**src/common/ppaps_pkg.sv**
```systemverilog
package ppaps_pkg;
  localparam int          AW          = 8;
  localparam int          DW          = 16;
  localparam int          NBUF        = 4;
  localparam int          NPAD        = 11;
  // ---------------------------------------------------------------
  // Register offsets
  // ---------------------------------------------------------------
  localparam logic [7:0]  OFS_ADDR    = 8'h00;
  localparam logic [7:0]  OFS_EN      = 8'h04;
  localparam logic [7:0]  OFS_STAT    = 8'h08;
  localparam logic [7:0]  OFS_IBUF0   = 8'h10;
  localparam logic [7:0]  OFS_OBUF0   = 8'h20;
  localparam logic [7:0]  OFS_STEP    = 8'h04;
  // ---------------------------------------------------------------
  // Field positions and masks
  // ---------------------------------------------------------------
  localparam int          B_CS        = 14;
  localparam int          B_IBF       = 15;
  localparam int          B_INPUT_OVERFLOW_FLAG      = 14;
  localparam int          B_IBXF      = 8;
  localparam int          B_OBE       = 7;
  localparam int          B_OUTPUT_UNDERFLOW_FLAG      = 6;
  localparam int          B_OBXE      = 0;
  localparam int          LOW_PADS    = 2;
  localparam logic [15:0] MASK_FULL   = 16'h47FF;
  localparam logic [15:0] MASK_SMALL  = 16'h4003;
  localparam logic [15:0] RST_REG     = 16'h0000;
  localparam logic [3:0]  RST_IBF     = 4'h0;
  localparam logic [3:0]  RST_OBE     = 4'hF;
  localparam logic [7:0]  RST_BYTE    = 8'h00;
endpackage : ppaps_pkg

```
**src/design/ppaps_top.sv**
```systemverilog
`timescale 1ns/1ps
module ppaps_top
  import ppaps_pkg::*;
#(
  parameter bit SMALL_PKG = 1'b0
) (
  input  wire logic                    CLK,
  input  wire logic                    RST,
  input  wire logic [ppaps_pkg::AW-1:0] REG_ADDR,
  input  wire logic [ppaps_pkg::DW-1:0] REG_WDATA,
  input  wire logic                    REG_WR,
  input  wire logic                    REG_RD,
  output logic      [ppaps_pkg::DW-1:0] REG_RDATA,
  input  wire logic                    ALE_MODE,
  input  wire logic                    ALE_HIGH,
  input  wire logic                    ALE_LOW,
  input  wire logic                    EXT_WR,
  input  wire logic                    EXT_RD,
  input  wire logic [1:0]              EXT_IDX,
  input  wire logic [7:0]              EXT_WDATA,
  output logic      [7:0]              EXT_RDATA,
  input  wire logic                    GPIO_CS_O,
  input  wire logic                    GPIO_CS_OE_N,
  input  wire logic [ppaps_pkg::NPAD-1:0] GPIO_A_O,
  input  wire logic [ppaps_pkg::NPAD-1:0] GPIO_A_OE_N,
  output logic                         PAD_CS_O,
  output logic                         PAD_CS_OE_N,
  output logic      [ppaps_pkg::NPAD-1:0] PAD_A_O,
  output logic      [ppaps_pkg::NPAD-1:0] PAD_A_OE_N
);
  import ppaps_pkg::*;

  // ---------------------------------------------------------------
  // Register bus decode
  // ---------------------------------------------------------------
  logic [15:0] impl_mask;
  logic        wr_addr;
  logic        wr_en;
  logic        wr_stat;
  logic        hit_ib;
  logic        hit_ob;
  logic [1:0]  bus_idx;
  logic [7:0]  ib_base;
  logic [7:0]  ob_base;

  assign impl_mask = SMALL_PKG ? MASK_SMALL : MASK_FULL;
  assign wr_addr   = REG_WR && (REG_ADDR == OFS_ADDR);
  assign wr_en     = REG_WR && (REG_ADDR == OFS_EN);
  assign wr_stat   = REG_WR && (REG_ADDR == OFS_STAT);
  assign ib_base   = REG_ADDR - OFS_IBUF0;
  assign ob_base   = REG_ADDR - OFS_OBUF0;
  assign hit_ib    = (REG_ADDR >= OFS_IBUF0) && (ib_base < (OFS_STEP * 8'(NBUF)))
                     && (REG_ADDR[1:0] == 2'b00);
  assign hit_ob    = (REG_ADDR >= OFS_OBUF0) && (ob_base < (OFS_STEP * 8'(NBUF)))
                     && (REG_ADDR[1:0] == 2'b00);
  assign bus_idx   = hit_ib ? ib_base[3:2] : ob_base[3:2];

  // ---------------------------------------------------------------
  // Address and pad enable registers
  // ---------------------------------------------------------------
  logic [15:0] addr_q;
  logic [15:0] addr_d;
  logic [15:0] en_q;
  logic [15:0] en_d;

  // Masking at write time keeps absent bits at zero for good.
  assign addr_d = wr_addr ? (REG_WDATA & impl_mask) : addr_q;
  assign en_d   = wr_en ? (REG_WDATA & impl_mask) : en_q;

  always_ff @(posedge CLK) begin
    if (RST) begin
      addr_q <= RST_REG;
      en_q   <= RST_REG;
    end else begin
      addr_q <= addr_d;
      en_q   <= en_d;
    end
  end

  // ---------------------------------------------------------------
  // Parallel bus strobes: pins are synchronised before use
  // ---------------------------------------------------------------
  logic [11:0] ext_s1_q;
  logic [11:0] ext_s2_q;
  logic [1:0]  ext_s3_q;
  logic        ext_wr_p;
  logic        ext_rd_p;
  logic [1:0]  ext_idx_s;
  logic [7:0]  ext_dat_s;

  always_ff @(posedge CLK) begin
    if (RST) begin
      ext_s1_q <= 12'h000;
      ext_s2_q <= 12'h000;
      ext_s3_q <= 2'b00;
    end else begin
      ext_s1_q <= {EXT_WR, EXT_RD, EXT_IDX, EXT_WDATA};
      ext_s2_q <= ext_s1_q;
      ext_s3_q <= ext_s2_q[11:10];
    end
  end

  assign ext_wr_p  = ext_s2_q[11] && !ext_s3_q[1];
  assign ext_rd_p  = ext_s2_q[10] && !ext_s3_q[0];
  assign ext_idx_s = ext_s2_q[9:8];
  assign ext_dat_s = ext_s2_q[7:0];

  // ---------------------------------------------------------------
  // Byte buffers and their flags
  // ---------------------------------------------------------------
  logic [7:0] ibuf_q [NBUF];
  logic [7:0] output_underflow_flag_q [NBUF];
  logic [3:0] ibf_q;
  logic [3:0] ibf_d;
  logic [3:0] obe_q;
  logic [3:0] obe_d;
  logic       input_overflow_flag_q;
  logic       input_overflow_flag_d;
  logic       output_underflow_flag_flag_q;
  logic       output_underflow_flag_flag_d;
  logic       ovf_ev;
  logic       ufl_ev;
  logic [7:0] ext_rdata_q;
  logic [7:0] ext_rdata_d;

  assign ovf_ev = ext_wr_p && ibf_q[ext_idx_s];
  assign ufl_ev = ext_rd_p && obe_q[ext_idx_s];

  genvar g;
  generate
    for (g = 0; g < NBUF; g++) begin : g_buf
      logic ib_set;
      logic ib_clr;
      logic ob_fill;
      logic ob_drain;
      assign ib_set   = ext_wr_p && (ext_idx_s == 2'(g)) && !ibf_q[g];
      assign ib_clr   = REG_RD && hit_ib && (bus_idx == 2'(g));
      assign ob_fill  = REG_WR && hit_ob && (bus_idx == 2'(g));
      assign ob_drain = ext_rd_p && (ext_idx_s == 2'(g)) && !obe_q[g];
      // A byte arriving while the flag is set is dropped; a read in that cycle still clears the flag.
      assign ibf_d[g] = ib_set | (ibf_q[g] & !ib_clr);
      assign obe_d[g] = ob_drain | (obe_q[g] & !ob_fill);

      always_ff @(posedge CLK) begin
        if (RST) begin
          ibuf_q[g] <= RST_BYTE;
          output_underflow_flag_q[g] <= RST_BYTE;
        end else begin
          if (ib_set) begin
            ibuf_q[g] <= ext_dat_s;
          end
          if (ob_fill) begin
            output_underflow_flag_q[g] <= REG_WDATA[7:0];
          end
        end
      end
    end
  endgenerate

  // Writing zero clears a sticky flag; a hardware event in that cycle wins.
  assign input_overflow_flag_d      = ovf_ev | (input_overflow_flag_q & !(wr_stat && !REG_WDATA[B_INPUT_OVERFLOW_FLAG]));
  assign output_underflow_flag_flag_d = ufl_ev | (output_underflow_flag_flag_q & !(wr_stat && !REG_WDATA[B_OUTPUT_UNDERFLOW_FLAG]));
  assign ext_rdata_d = ext_rd_p ? output_underflow_flag_q[ext_idx_s] : ext_rdata_q;

  always_ff @(posedge CLK) begin
    if (RST) begin
      ibf_q       <= RST_IBF;
      obe_q       <= RST_OBE;
      input_overflow_flag_q      <= 1'b0;
      output_underflow_flag_flag_q <= 1'b0;
      ext_rdata_q <= RST_BYTE;
    end else begin
      ibf_q       <= ibf_d;
      obe_q       <= obe_d;
      input_overflow_flag_q      <= input_overflow_flag_d;
      output_underflow_flag_flag_q <= output_underflow_flag_flag_d;
      ext_rdata_q <= ext_rdata_d;
    end
  end

  assign EXT_RDATA = ext_rdata_q;

  // ---------------------------------------------------------------
  // Status word and read-back
  // ---------------------------------------------------------------
  logic [15:0] stat_w;
  logic [15:0] rd_mux;
  logic [15:0] rdata_q;
  logic [15:0] rdata_d;

  always_comb begin
    stat_w = RST_REG;
    stat_w[B_IBF]           = &ibf_q;
    stat_w[B_INPUT_OVERFLOW_FLAG]          = input_overflow_flag_q;
    stat_w[B_IBXF +: NBUF]  = ibf_q;
    stat_w[B_OBE]           = &obe_q;
    stat_w[B_OUTPUT_UNDERFLOW_FLAG]          = output_underflow_flag_flag_q;
    stat_w[B_OBXE +: NBUF]  = obe_q;
  end

  assign rd_mux  = (REG_ADDR == OFS_ADDR) ? addr_q :
                   (REG_ADDR == OFS_EN)   ? en_q :
                   (REG_ADDR == OFS_STAT) ? stat_w :
                   hit_ib ? {8'h00, ibuf_q[bus_idx]} :
                   hit_ob ? {8'h00, output_underflow_flag_q[bus_idx]} : RST_REG;
  assign rdata_d = REG_RD ? rd_mux : RST_REG;

  always_ff @(posedge CLK) begin
    if (RST) begin
      rdata_q <= RST_REG;
    end else begin
      rdata_q <= rdata_d;
    end
  end

  assign REG_RDATA = rdata_q;

  // ---------------------------------------------------------------
  // Pad routing
  // ---------------------------------------------------------------
  // Chip select is shown active high; polarity selection lives elsewhere.
  assign PAD_CS_O    = en_q[B_CS] ? addr_q[B_CS] : GPIO_CS_O;
  assign PAD_CS_OE_N = en_q[B_CS] ? 1'b0 : GPIO_CS_OE_N;

  generate
    for (g = 0; g < NPAD; g++) begin : g_pad
      logic port_val;
      if (g < LOW_PADS) begin : g_low
        assign port_val = ALE_MODE ? ((g == 1) ? ALE_HIGH : ALE_LOW) : addr_q[g];
      end else begin : g_high
        assign port_val = addr_q[g];
      end
      if (SMALL_PKG && (g >= LOW_PADS)) begin : g_absent
        assign PAD_A_O[g]    = 1'b0;
        assign PAD_A_OE_N[g] = 1'b1;
      end else begin : g_present
        assign PAD_A_O[g]    = en_q[g] ? port_val : GPIO_A_O[g];
        assign PAD_A_OE_N[g] = en_q[g] ? 1'b0 : GPIO_A_OE_N[g];
      end
    end
  endgenerate

endmodule : ppaps_top

```
**config.mk**
```make
export PLATFORM = sky130hd
export DESIGN_NAME = ppaps_top
export DESIGN_NICKNAME = d
export VERILOG_FILES = /design/src/common/ppaps_pkg.sv /design/src/design/ppaps_top.sv
export SDC_FILE = /design/constraint.sdc
export NUM_CORES = 1
export LEC_CHECK = 0
export BUFFER_PORTS_ARGS = -buffer_cell sky130_fd_sc_hd__buf_2
export CAP_MARGIN = 20
export CORE_ASPECT_RATIO = 2
export CORE_MARGIN = 3
export CORE_UTILIZATION = 56
export CTS_CLUSTER_DIAMETER = 80
export DETAILED_ROUTE_END_ITERATION = 6
export MAX_ROUTING_LAYER = met4
export PLACE_DENSITY = 0.8
export SYNTH_ARGS = -nofsm -noshare
export SYNTH_HDL_FRONTEND = slang
export SYNTH_SLANG_ARGS = --single-unit
export TNS_END_PERCENT = 10
```
**constraint.sdc**
```tcl
create_clock -name CLK -period 1.7 [get_ports CLK]
set_input_delay 0.085 -clock CLK [delete_from_list [all_inputs] [get_ports CLK]]
set_output_delay 0.085 -clock CLK [all_outputs]
set_load 0.01 [all_outputs]
```
### Yosys cells after proc, flatten, opt, wreduce, memory -nomap -nowiden

Memories as Yosys holds them, arrays and structs flattened. A register that Yosys moved wholly into a read port is not among the register bits.
Index checks and enable logic that the tools add are counted.

| storage, ports and cells | value |
|---|---|
| output and inout port bits | 48 |
| bits in registers | 76 |
| logic and storage cells | 198 |
| memory bits (writable) | 64 |
| input bits | 67 |
| memories | 2 |

| cells by class | value |
|---|---|
| magnitude comparators | 5 |
| multiplexer cells | 70 |
| bitwise operators | 29 |
| equality and inequality tests | 8 |
| reductions and logical operators | 70 |
| add/subtract/negate cells | 2 |

Memories:

| name | depth | width | rd ports | clocked after memory_dff | wr ports | RTL line | RTL |
|---|---|---|---|---|---|---|---|
| ibuf_q | 4 | 8 | 1 | 0 | 4 | ppaps_top.sv:111 | `logic [7:0] ibuf_q [NBUF];` |
| output_underflow_flag_q | 4 | 8 | 2 | 1 | 4 | ppaps_top.sv:112 | `logic [7:0] output_underflow_flag_q [NBUF];` |

Operators by type and width:

| kind | number |
|---|---|
| $mux W8 | 10 |
| $mux W1 | 54 |
| $logic_and A1 B1 Y1 | 39 |
| $mux W15 | 2 |
| $logic_not A1 Y1 | 22 |
| $or A1 B1 Y1 | 18 |
| $lt A8 B5 Y1 const B | 2 |
| $mux W16 | 1 |
| $and A1 B1 Y1 | 10 |
| $eq A2 B2 Y1 const B | 4 |
| $eq A8 B3 Y1 const B | 1 |
| $eq A8 B4 Y1 const B | 1 |
| $ge A8 B5 Y1 const B | 1 |
| $ge A8 B6 Y1 const B | 1 |
| $logic_not A8 Y1 | 1 |
| $reduce_and A4 Y1 | 2 |
| $sub A8 B5 Y8 const B | 1 |
| $sub A8 B6 Y8 const B | 1 |
| $logic_not A2 Y1 | 3 |
| $reduce_or A6 Y1 | 1 |
| $bmux W1 S2 | 2 |
| $eq A2 B1 Y1 const B | 2 |
| $reduce_or A4 Y1 | 1 |
| $lt A2 B3 Y1 const B | 1 |
| other kinds (3) | 3 |

### Longest topological paths before layout

Gate-level depths: netlist of run 1.

| logic depth | value |
|---|---|
| word-level depth | 11 |
| depth in mapped cells | 8 |
| gate-level depth less buffers | 6 |

### Worst setup path after synthesis of run 1

No wires, ideal clock.

| path | value |
|---|---|
| path kind | input-to-reg |
| from | input REG_ADDR[5] (netlist bit) |
| to | memory output_underflow_flag_q[1][0] (enable) |
| data required time | 1371 ps |
| path slack | 154 ps |
| arrival time | 1217 ps |
| path buffers | 2 |
| stages | 8 |
| library setup time | 329 ps |
| path through | inv_1 > ha_1 > xnor2_1 > and4_1 > clkbuf_2 > buf_4 > nand3_1 > nand2_1 |

RTL lines:

| element | RTL line | RTL |
|---|---|---|
| start: declaration | ppaps_top.sv:9 | `input wire logic [ppaps_pkg::AW-1:0] REG_ADDR,` |
| end: declaration | ppaps_top.sv:112 |  |

### Worst setup path in the final report of run 1

| path | value |
|---|---|
| from | input REG_ADDR[0] (netlist bit) |
| to | register addr_q[8] |

| on the way | value |
|---|---|
| longest elaborated chain between the ends | 2 |

RTL lines:

| element | RTL line | RTL |
|---|---|---|
| $logic_not A8 Y1 | ppaps_top.sv:47 | `assign wr_addr = REG_WR && (REG_ADDR == OFS_ADDR);` |
| $logic_and A1 B1 Y1 | ppaps_top.sv:47 |  |
| end signal: assignment | ppaps_top.sv:75 | `addr_q <= addr_d;` |
| end: declaration | ppaps_top.sv:61 | `logic [15:0] addr_q;` |

No other way between the ends.
A chain may end at the register's enable or synchronous reset.

==> results of run 1 <==
[metal layers]
metal | GRT usage | wire [um] | part of all wire
met1 | 0.269 | 5350 | 0.32
met2 | 0.511 | 9520 | 0.57
met3 | 0.0592 | 857 | 0.051
met4 | 0.182 | 994 | 0.059
met5 | - | 0 | 0
[cell families (layout without fill, tap and decap cells)]
group,count (synthesis),in the layout
AO/OA/AOI/OAI,55,55
XOR/XNOR,2,2
adder cells (fa/ha/maj),2,2
buffers and inverters,43,201
flip-flops,146,146
multiplexers,67,67
other,1,3
AND/OR/NAND/NOR,239,239
[critical path: stages]
cell	delay (ps)
buf_2	120
nor4_4	490
nand4_1	140
buf_4	240
mux2i_1	170
nor2_1	60
dlygate4sd3_1	560
[flip-flops by register name, summed over array words and instances (netlist names)]
register and count:
ibuf_q 32, output_underflow_flag_q 32, REG_RDATA 14, addr_q 12, en_q 12, ext_s1_q 12
ext_s2_q 12, EXT_RDATA 8, ibf_q 4, obe_q 4, ext_s3_q 2, input_overflow_flag_q 1
output_underflow_flag_flag_q 1
[Yosys cell counts, drive strengths merged]
cell type and n:
buf 19, mux2 11, edfxtp 64, a31o 4, a211o 5, a221o 1, mux2i 30, and2b 1
nor2b 47, nand3 14, a32oi 2, o211ai 1, inv 11, dfxtp 82, o31ai 1, mux4 26
and3 5, a31oi 6, a21o 1, nor3 10, nor2 40, xnor2 2, nand2b 5, and4 1
nand4 8, clkbuf 13, conb 1, o21ai 14, nand2 40, a21oi 20, nor4 1, and2 67
ha 2
[power groups by stage]
stage | Combinational, uW | Sequential [uW] | Clock [uW]
finish | 639 | 3820 | 3640
global route | 684 | 3830 | 3850
detailed placement | 600 | 3890 | 0
floorplan | 331 | 3870 | 0
CTS | 636 | 3820 | 3670
global placement | 588 | 3880 | 0
[final timing paths]
kind	from	to	slack, ps
setup / recovery	REG_ADDR[0]	addr_q[8]	130
hold / removal	REG_WDATA[7]	en_q[7]	30
setup reg to reg	ext_s2_q[9]	ibuf_q[3][3]	140
hold reg to reg	ext_s1_q[8]	ext_s2_q[8]	440
[timing repair]
action                                  CTS  global route
endpoints found under the setup margin    0             9
endpoints found under the hold margin    21             0
setup buffers                             0             0
hold buffers                             20             0
resized for setup                         0             1
[through the flow]
| stage | hold slack (ps) | setup slack [ps] | util |
|---|---|---|---|
| final | 34.6 | 129 | 0.733 |
| after global placement | 295 | -13.4 | 0.661 |
| after detailed placement | 297 | -118 | 0.661 |
| after CTS | 19.5 | 56.0 | 0.733 |
| after floorplan | 213 | 154 | - |
| after global routing | 30.9 | 4.22 | 0.733 |
[final cells by class]
type / instances / area [um2] / area share
timing repair buffer: 158 / 1050 / 0.130
tap: 140 / 175 / 0.0216
inverter: 11 / 41.3 / 0.00508
antenna: 1 / 2.50 / 0.000308
multi-input combinational: 367 / 2700 / 0.332
clock inverter: 6 / 38.8 / 0.00478
sequential: 146 / 3560 / 0.439
clock buffer: 26 / 553 / 0.0681
==> key figures, run 1 <==
Run status
  – Status: finished clean

Routing
  – # DRC: 0
  – Routed len/inst: 19.6 um
  – Post-Route WL: roughly 17000 um
  – 1st-iter DRT viols: 286
  – Post-route ant nets: 0
  – DR vias/cell: 5.72
  – Vias: 4893
  – 1st-pass router iterations: 5

STA
  – Fin Clk Skew: about 6.2 ps
  – Highest clock rate: roughly 640 MHz
  – Period utilization: 0.924
  – Post-route minimum period: between 1500 and 2000 ps
  – # setup viols final: 0
  – Post-route setup TNS: 0 ps
  – Fin. Hold Viols: 0
  – Setup repair after global routing missed its margin: no
  – Slew Limit Fails: 0

Final layout
  – Fraction of layout cells with a size suffix above 1: 0.298
  – Final cell count without fillers: roughly 860
  – Nets@finish: 770
  – P&R area growth vs syn: 25.6%
  – Fillers: ~790
  – Cell area after layout: roughly 8100 um2
  – Most common cell after layout, fill and taps aside: buf_2
  – Most frequent cells in the layout: buf_2 (108), dfxtp_1 (82), and2_1 (66), edfxtp_1 (64), nor2b_1 (47)

Floorplanning
  – Die W: approximately 80 um
  – Starting density of the core: 0.584
  – Core area: about 11000 um2
  – Row cnt: 54
  – Chip height: approximately 160 um
  – Die area: around 13000 um2
  – IO Pins: about 120

Global route
  – Global-route wire length before repair: 26200 um
  – Largest net degree at the start of global routing: 28
  – Gr ovfl total: 0
  – GRT Overall Usage: 0.287
  – Initial antenna violation count: 1
  – Number of global-route vias before repair: 5166

Pwr
  – Sequential share of power: 0.471
  – Pwr Total: between 8000 and 9000 uW
  – Combinational Power Share: 0.079
  – Clk pwr share: 0.450
  – Pwr Density: roughly 1000 nW/um2
  – Lkg Pwr: 0.00344 uW
  – Sw frac: 0.220
  – Pint: approximately 6300 uW
  – NetSw: between 1500 and 2000 uW
  – Worst vdd ir: between 0.001 and 0.0015 V

Synthesis
  – Compound-Gate Fraction of Synth Area: 0.0520
  – Syn avg cell area: 11.7 um2
  – Main combinational cell family by area after synthesis: simple AND/OR/NAND/NOR gates
  – Synthesized area: around 6500 um2
  – Synth area leaders: edfxtp_1 (30%), dfxtp_1 (25%), mux4_2 (9.1%), and2_1 (6.4%), mux2i_1 (4.6%)
  – Synthesized flop and latch total: about 150
  – Post-synthesis adder-cell area fraction: 0.00387
  – Xor-xnor portion of the synthesized cell area: 0.00271
  – Cell count after synthesis: 555
  – Post-synthesis mux area share: 0.156
  – Post-synth top area share: 0.297
  – Simple-Gate Fraction of Synth Area: 0.200
  – Yosys cell types: 39
  – Synthesis Warnings: 0
  – Synth area leader: edfxtp_1
  – Seq/Total Area, Yosys: 0.551

Place
  – Placed cells: between 800 and 900
  – Placed cell area: roughly 7300 um2
  – Port bufs: approximately 110
  – Dpl hpwl: approximately 12000 um
  – GP Congestion: between 0.9 and 1

Clock network
  – Clock slew at reported path FFs: roughly 60 ps
  – Clock Latency Late Sink: between 400 and 500 ps
  – Root Buffer: clkbuf_16
  – Total CTS buffers: 17
  – CTS tree: built
  – Sink Count: 146
  – H-tree Lvls: 4
  – Max clock buf depth: 2

Critical path
  – Setup Crit Path Kind: in2reg
  – CP endpoint kind: register
  – Crit-path max FO: 12
  – CP startpoint kind: primary input
  – Worst R2R Path Depth: 4
  – Critical Path RT: 2000 ps
  – Critical Path AT: 1870 ps

Hold path
  – Cell count of the worst hold path: 3
  – Worst Hold Class: in2reg

Flow run
  – MaxCap Viol Count: 0
No activity file was read; power rests on OpenSTA's default activity.
==> inputs of run 2 (changes only) <==
- BUFFER_PORTS_ARGS: -buffer_cell sky130_fd_sc_hd__buf_2 -> -buffer_cell sky130_fd_sc_hd__buf_4
==> key figures, run 2 (same netlist as run 1, synthesis figures left out) <==
Run status
  – Status: finished clean

Clock network
  – Max clock buf depth: 2 (unchanged)
  – H-tree Lvls: 4 (unchanged)
  – Root Buffer: clkbuf_16
  – CTS tree: built
  – Clock Latency Late Sink: 420 ps (about the same)
  – Clock slew at reported path FFs: 60 ps (about the same)
  – Total CTS buffers: 17 (unchanged)
  – Sink Count: 146 (unchanged)

Final layout
  – Nets@finish: 773 (+0.39%)
  – Storage cell area: 3560 um2 (unchanged)
  – Finished Core Util: 0.759 (+0.0256)
  – Final cell count without fillers: 857 (+0.23%)
  – N_diodes: 0 (-1)
  – Area of the multi-input gates: 2700 um2 (about the same)
  – P&R area growth vs syn: 30.0%
  – Fraction of layout cells with a size suffix above 1: 0.294 (-0.00404)
  – Most common cell after layout, fill and taps aside: buf_4
  – Most frequent cells in the layout: buf_4 (133), dfxtp_1 (82), and2_1 (66), edfxtp_1 (64), nor2b_1 (47)
  – Fillers: 742 (-6.0%)

Critical path
  – Critical Path RT: 1760 ps (-240 ps)
  – Critical Path AT: 1700 ps (-170 ps)
  – Crit path buf inv count: 0 (-3)
  – CP startpoint kind: register
  – Setup Crit Path Kind: reg2reg
  – Peak per-stage delay on the critical path: 480 ps (-80 ps)
  – Crit-path cells: nand2_1 -> nor2_1 -> nand2_1 -> nand2_1
  – Crit-path max FO: 8 (-4)
  – CP max-delay cell: dfxtp_1
  – Cell count along the critical path: 4 (-3)
  – CP endpoint kind: register
  – Top Family by Delay on Critical Path: simple AND/OR/NAND/NOR gates
  – Worst R2R Path Depth: 4 (unchanged)
  – Crit-path most repeated cell: nand2_1

Pwr
  – Worst vdd ir: 0.000969 V (-3.8%)
  – NetSw: 1840 uW (+3.4%)
  – Sw frac: 0.220 (+0.000324)
  – Combinational Power Share: 0.084 (+0.005)
  – Pint: 6520 uW (+3.2%)
  – Lkg Pwr: 0.00349 uW (+1.6%)
  – Pwr Density: 995 nW/um2 (-0.27%)
  – Clk pwr share: 0.459 (+0.009)
  – Sequential share of power: 0.457 (-0.014)

Hold path
  – Cell count of the worst hold path: 3 (unchanged)
  – Worst Hold Class: in2reg

STA
  – # setup viols final: 0 (unchanged)
  – Setup slack after layout: 61.4 ps (-67.2 ps)
  – Highest clock rate: 610 MHz (-4.1%)
  – Period utilization: 0.964 (+0.0395)
  – Fin Clk Skew: 8.71 ps (+2.51 ps)
  – Slew Limit Fails: 0 (unchanged)
  – Worst slew pin tran: just over 700 ps
  – Relative slew slack: 0.517
  – Post-route minimum period: 1640 ps (+67.2 ps)
  – Setup repair after global routing missed its margin: no
  – Fin. Hold Viols: 0 (unchanged)

Global route
  – Initial antenna violation count: 0 (-1)
  – Gr ovfl total: 0 (unchanged)
  – Largest net degree at the start of global routing: 29 (+3.6%)
  – Global-route wire length before repair: 26600 um (+1.4%)
  – GRT Overall Usage: 0.293 (+0.00603)
  – Number of global-route vias before repair: 5128 (-0.74%)

Floorplanning
  – Core area: 11100 um2 (unchanged)
  – Chip height: 158 um (unchanged)
  – IO Pins: 115 (unchanged)
  – Starting density of the core: 0.584 (unchanged)
  – Die W: 82.0 um (unchanged)
  – Row cnt: 54 (unchanged)
  – Die area: 13000 um2 (unchanged)

Place
  – Placed cells: 801 (-0.12%)
  – GP Congestion: 1.01 (+5.2%)
  – Pre-CTS setup slack: -80.7 ps (+37.2 ps)
  – Dpl hpwl: 12600 um (+2.3%)
  – Port bufs: 108 (unchanged)

Flow run
  – MaxCap Viol Count: 0 (unchanged)

Routing
  – 1st-iter DRT viols: 332 (+16%)
  – Post-Route WL: 17500 um (+4.8%)
  – DR vias/cell: 5.87 (+2.6%)
  – Routed len/inst: 20.5 um (+4.6%)
  – 1st-pass router iterations: 6 (+1)
  – Post-route ant nets: 0 (unchanged)
  – # DRC: 0 (unchanged)
  – Vias: 5032 (+2.8%)
## run 2: repair_timing
item | 4_1_cts | 5_1_grt
resized for setup | 0 | 1
endpoints found under the hold margin | 35 | 0
buffers inserted | 0 | 0
endpoints found under the setup margin | 0 | 8
hold buffers | 24 | 0
## run 2: per-layer routing
layer,track usage,share of wire,wire (um),up-vias
li1,-,-,-,2259
met1,0.273,0.31,5370,2408
met2,0.517,0.57,9980,268
met3,0.0558,0.058,1010,97
met4,0.207,0.067,1170,0
met5,-,0,0,-
## run 2: through the flow
step                hold slack, ps  total power, uW  setup TNS [ps]  cell area (um2)
floorplan                      213             4200               0             6470
global placement               301             4520               0             7550
detailed placement             300             4540           -2520             7550
CTS                           3.59             8380               0             8400
global route                  10.5             8580               0             8410
finish                        21.8             8360               0             8410
## run 2: worst register-to-register path: cells and delay by family (launching register included)
family	cells	cell delay, ps
AND/OR/NAND/NOR	4	790
flip-flops	1	480
## run 2: power groups by stage
stage | sequential [uW] | clock [uW] | combinational, uW
after global routing | 3830 | 4010 | 748
after detailed placement | 3890 | 0 | 645
final | 3820 | 3840 | 705
after global placement | 3880 | 0 | 635
after CTS | 3820 | 3860 | 699
after floorplan | 3870 | 0 | 331
## run 2: final timing paths
path | from | end | slack, ps
setup / recovery | ext_s2_q[9] | ibuf_q[3][3] | 60
hold / removal | REG_WDATA[4] | addr_q[4] | 20
setup reg to reg | ext_s2_q[9] | ibuf_q[3][3] | 60
hold reg to reg | ext_s1_q[10] | ext_s2_q[10] | 440
## run 2: layout make-up
| type | instances | area share |
|---|---|---|
| clock buffer | 20 | 0.0545 |
| clock inverter | 12 | 0.0182 |
| inverter | 11 | 0.00491 |
| multi-input combinational | 367 | 0.321 |
| sequential | 146 | 0.424 |
| tap | 140 | 0.0208 |
| timing repair buffer | 161 | 0.157 |
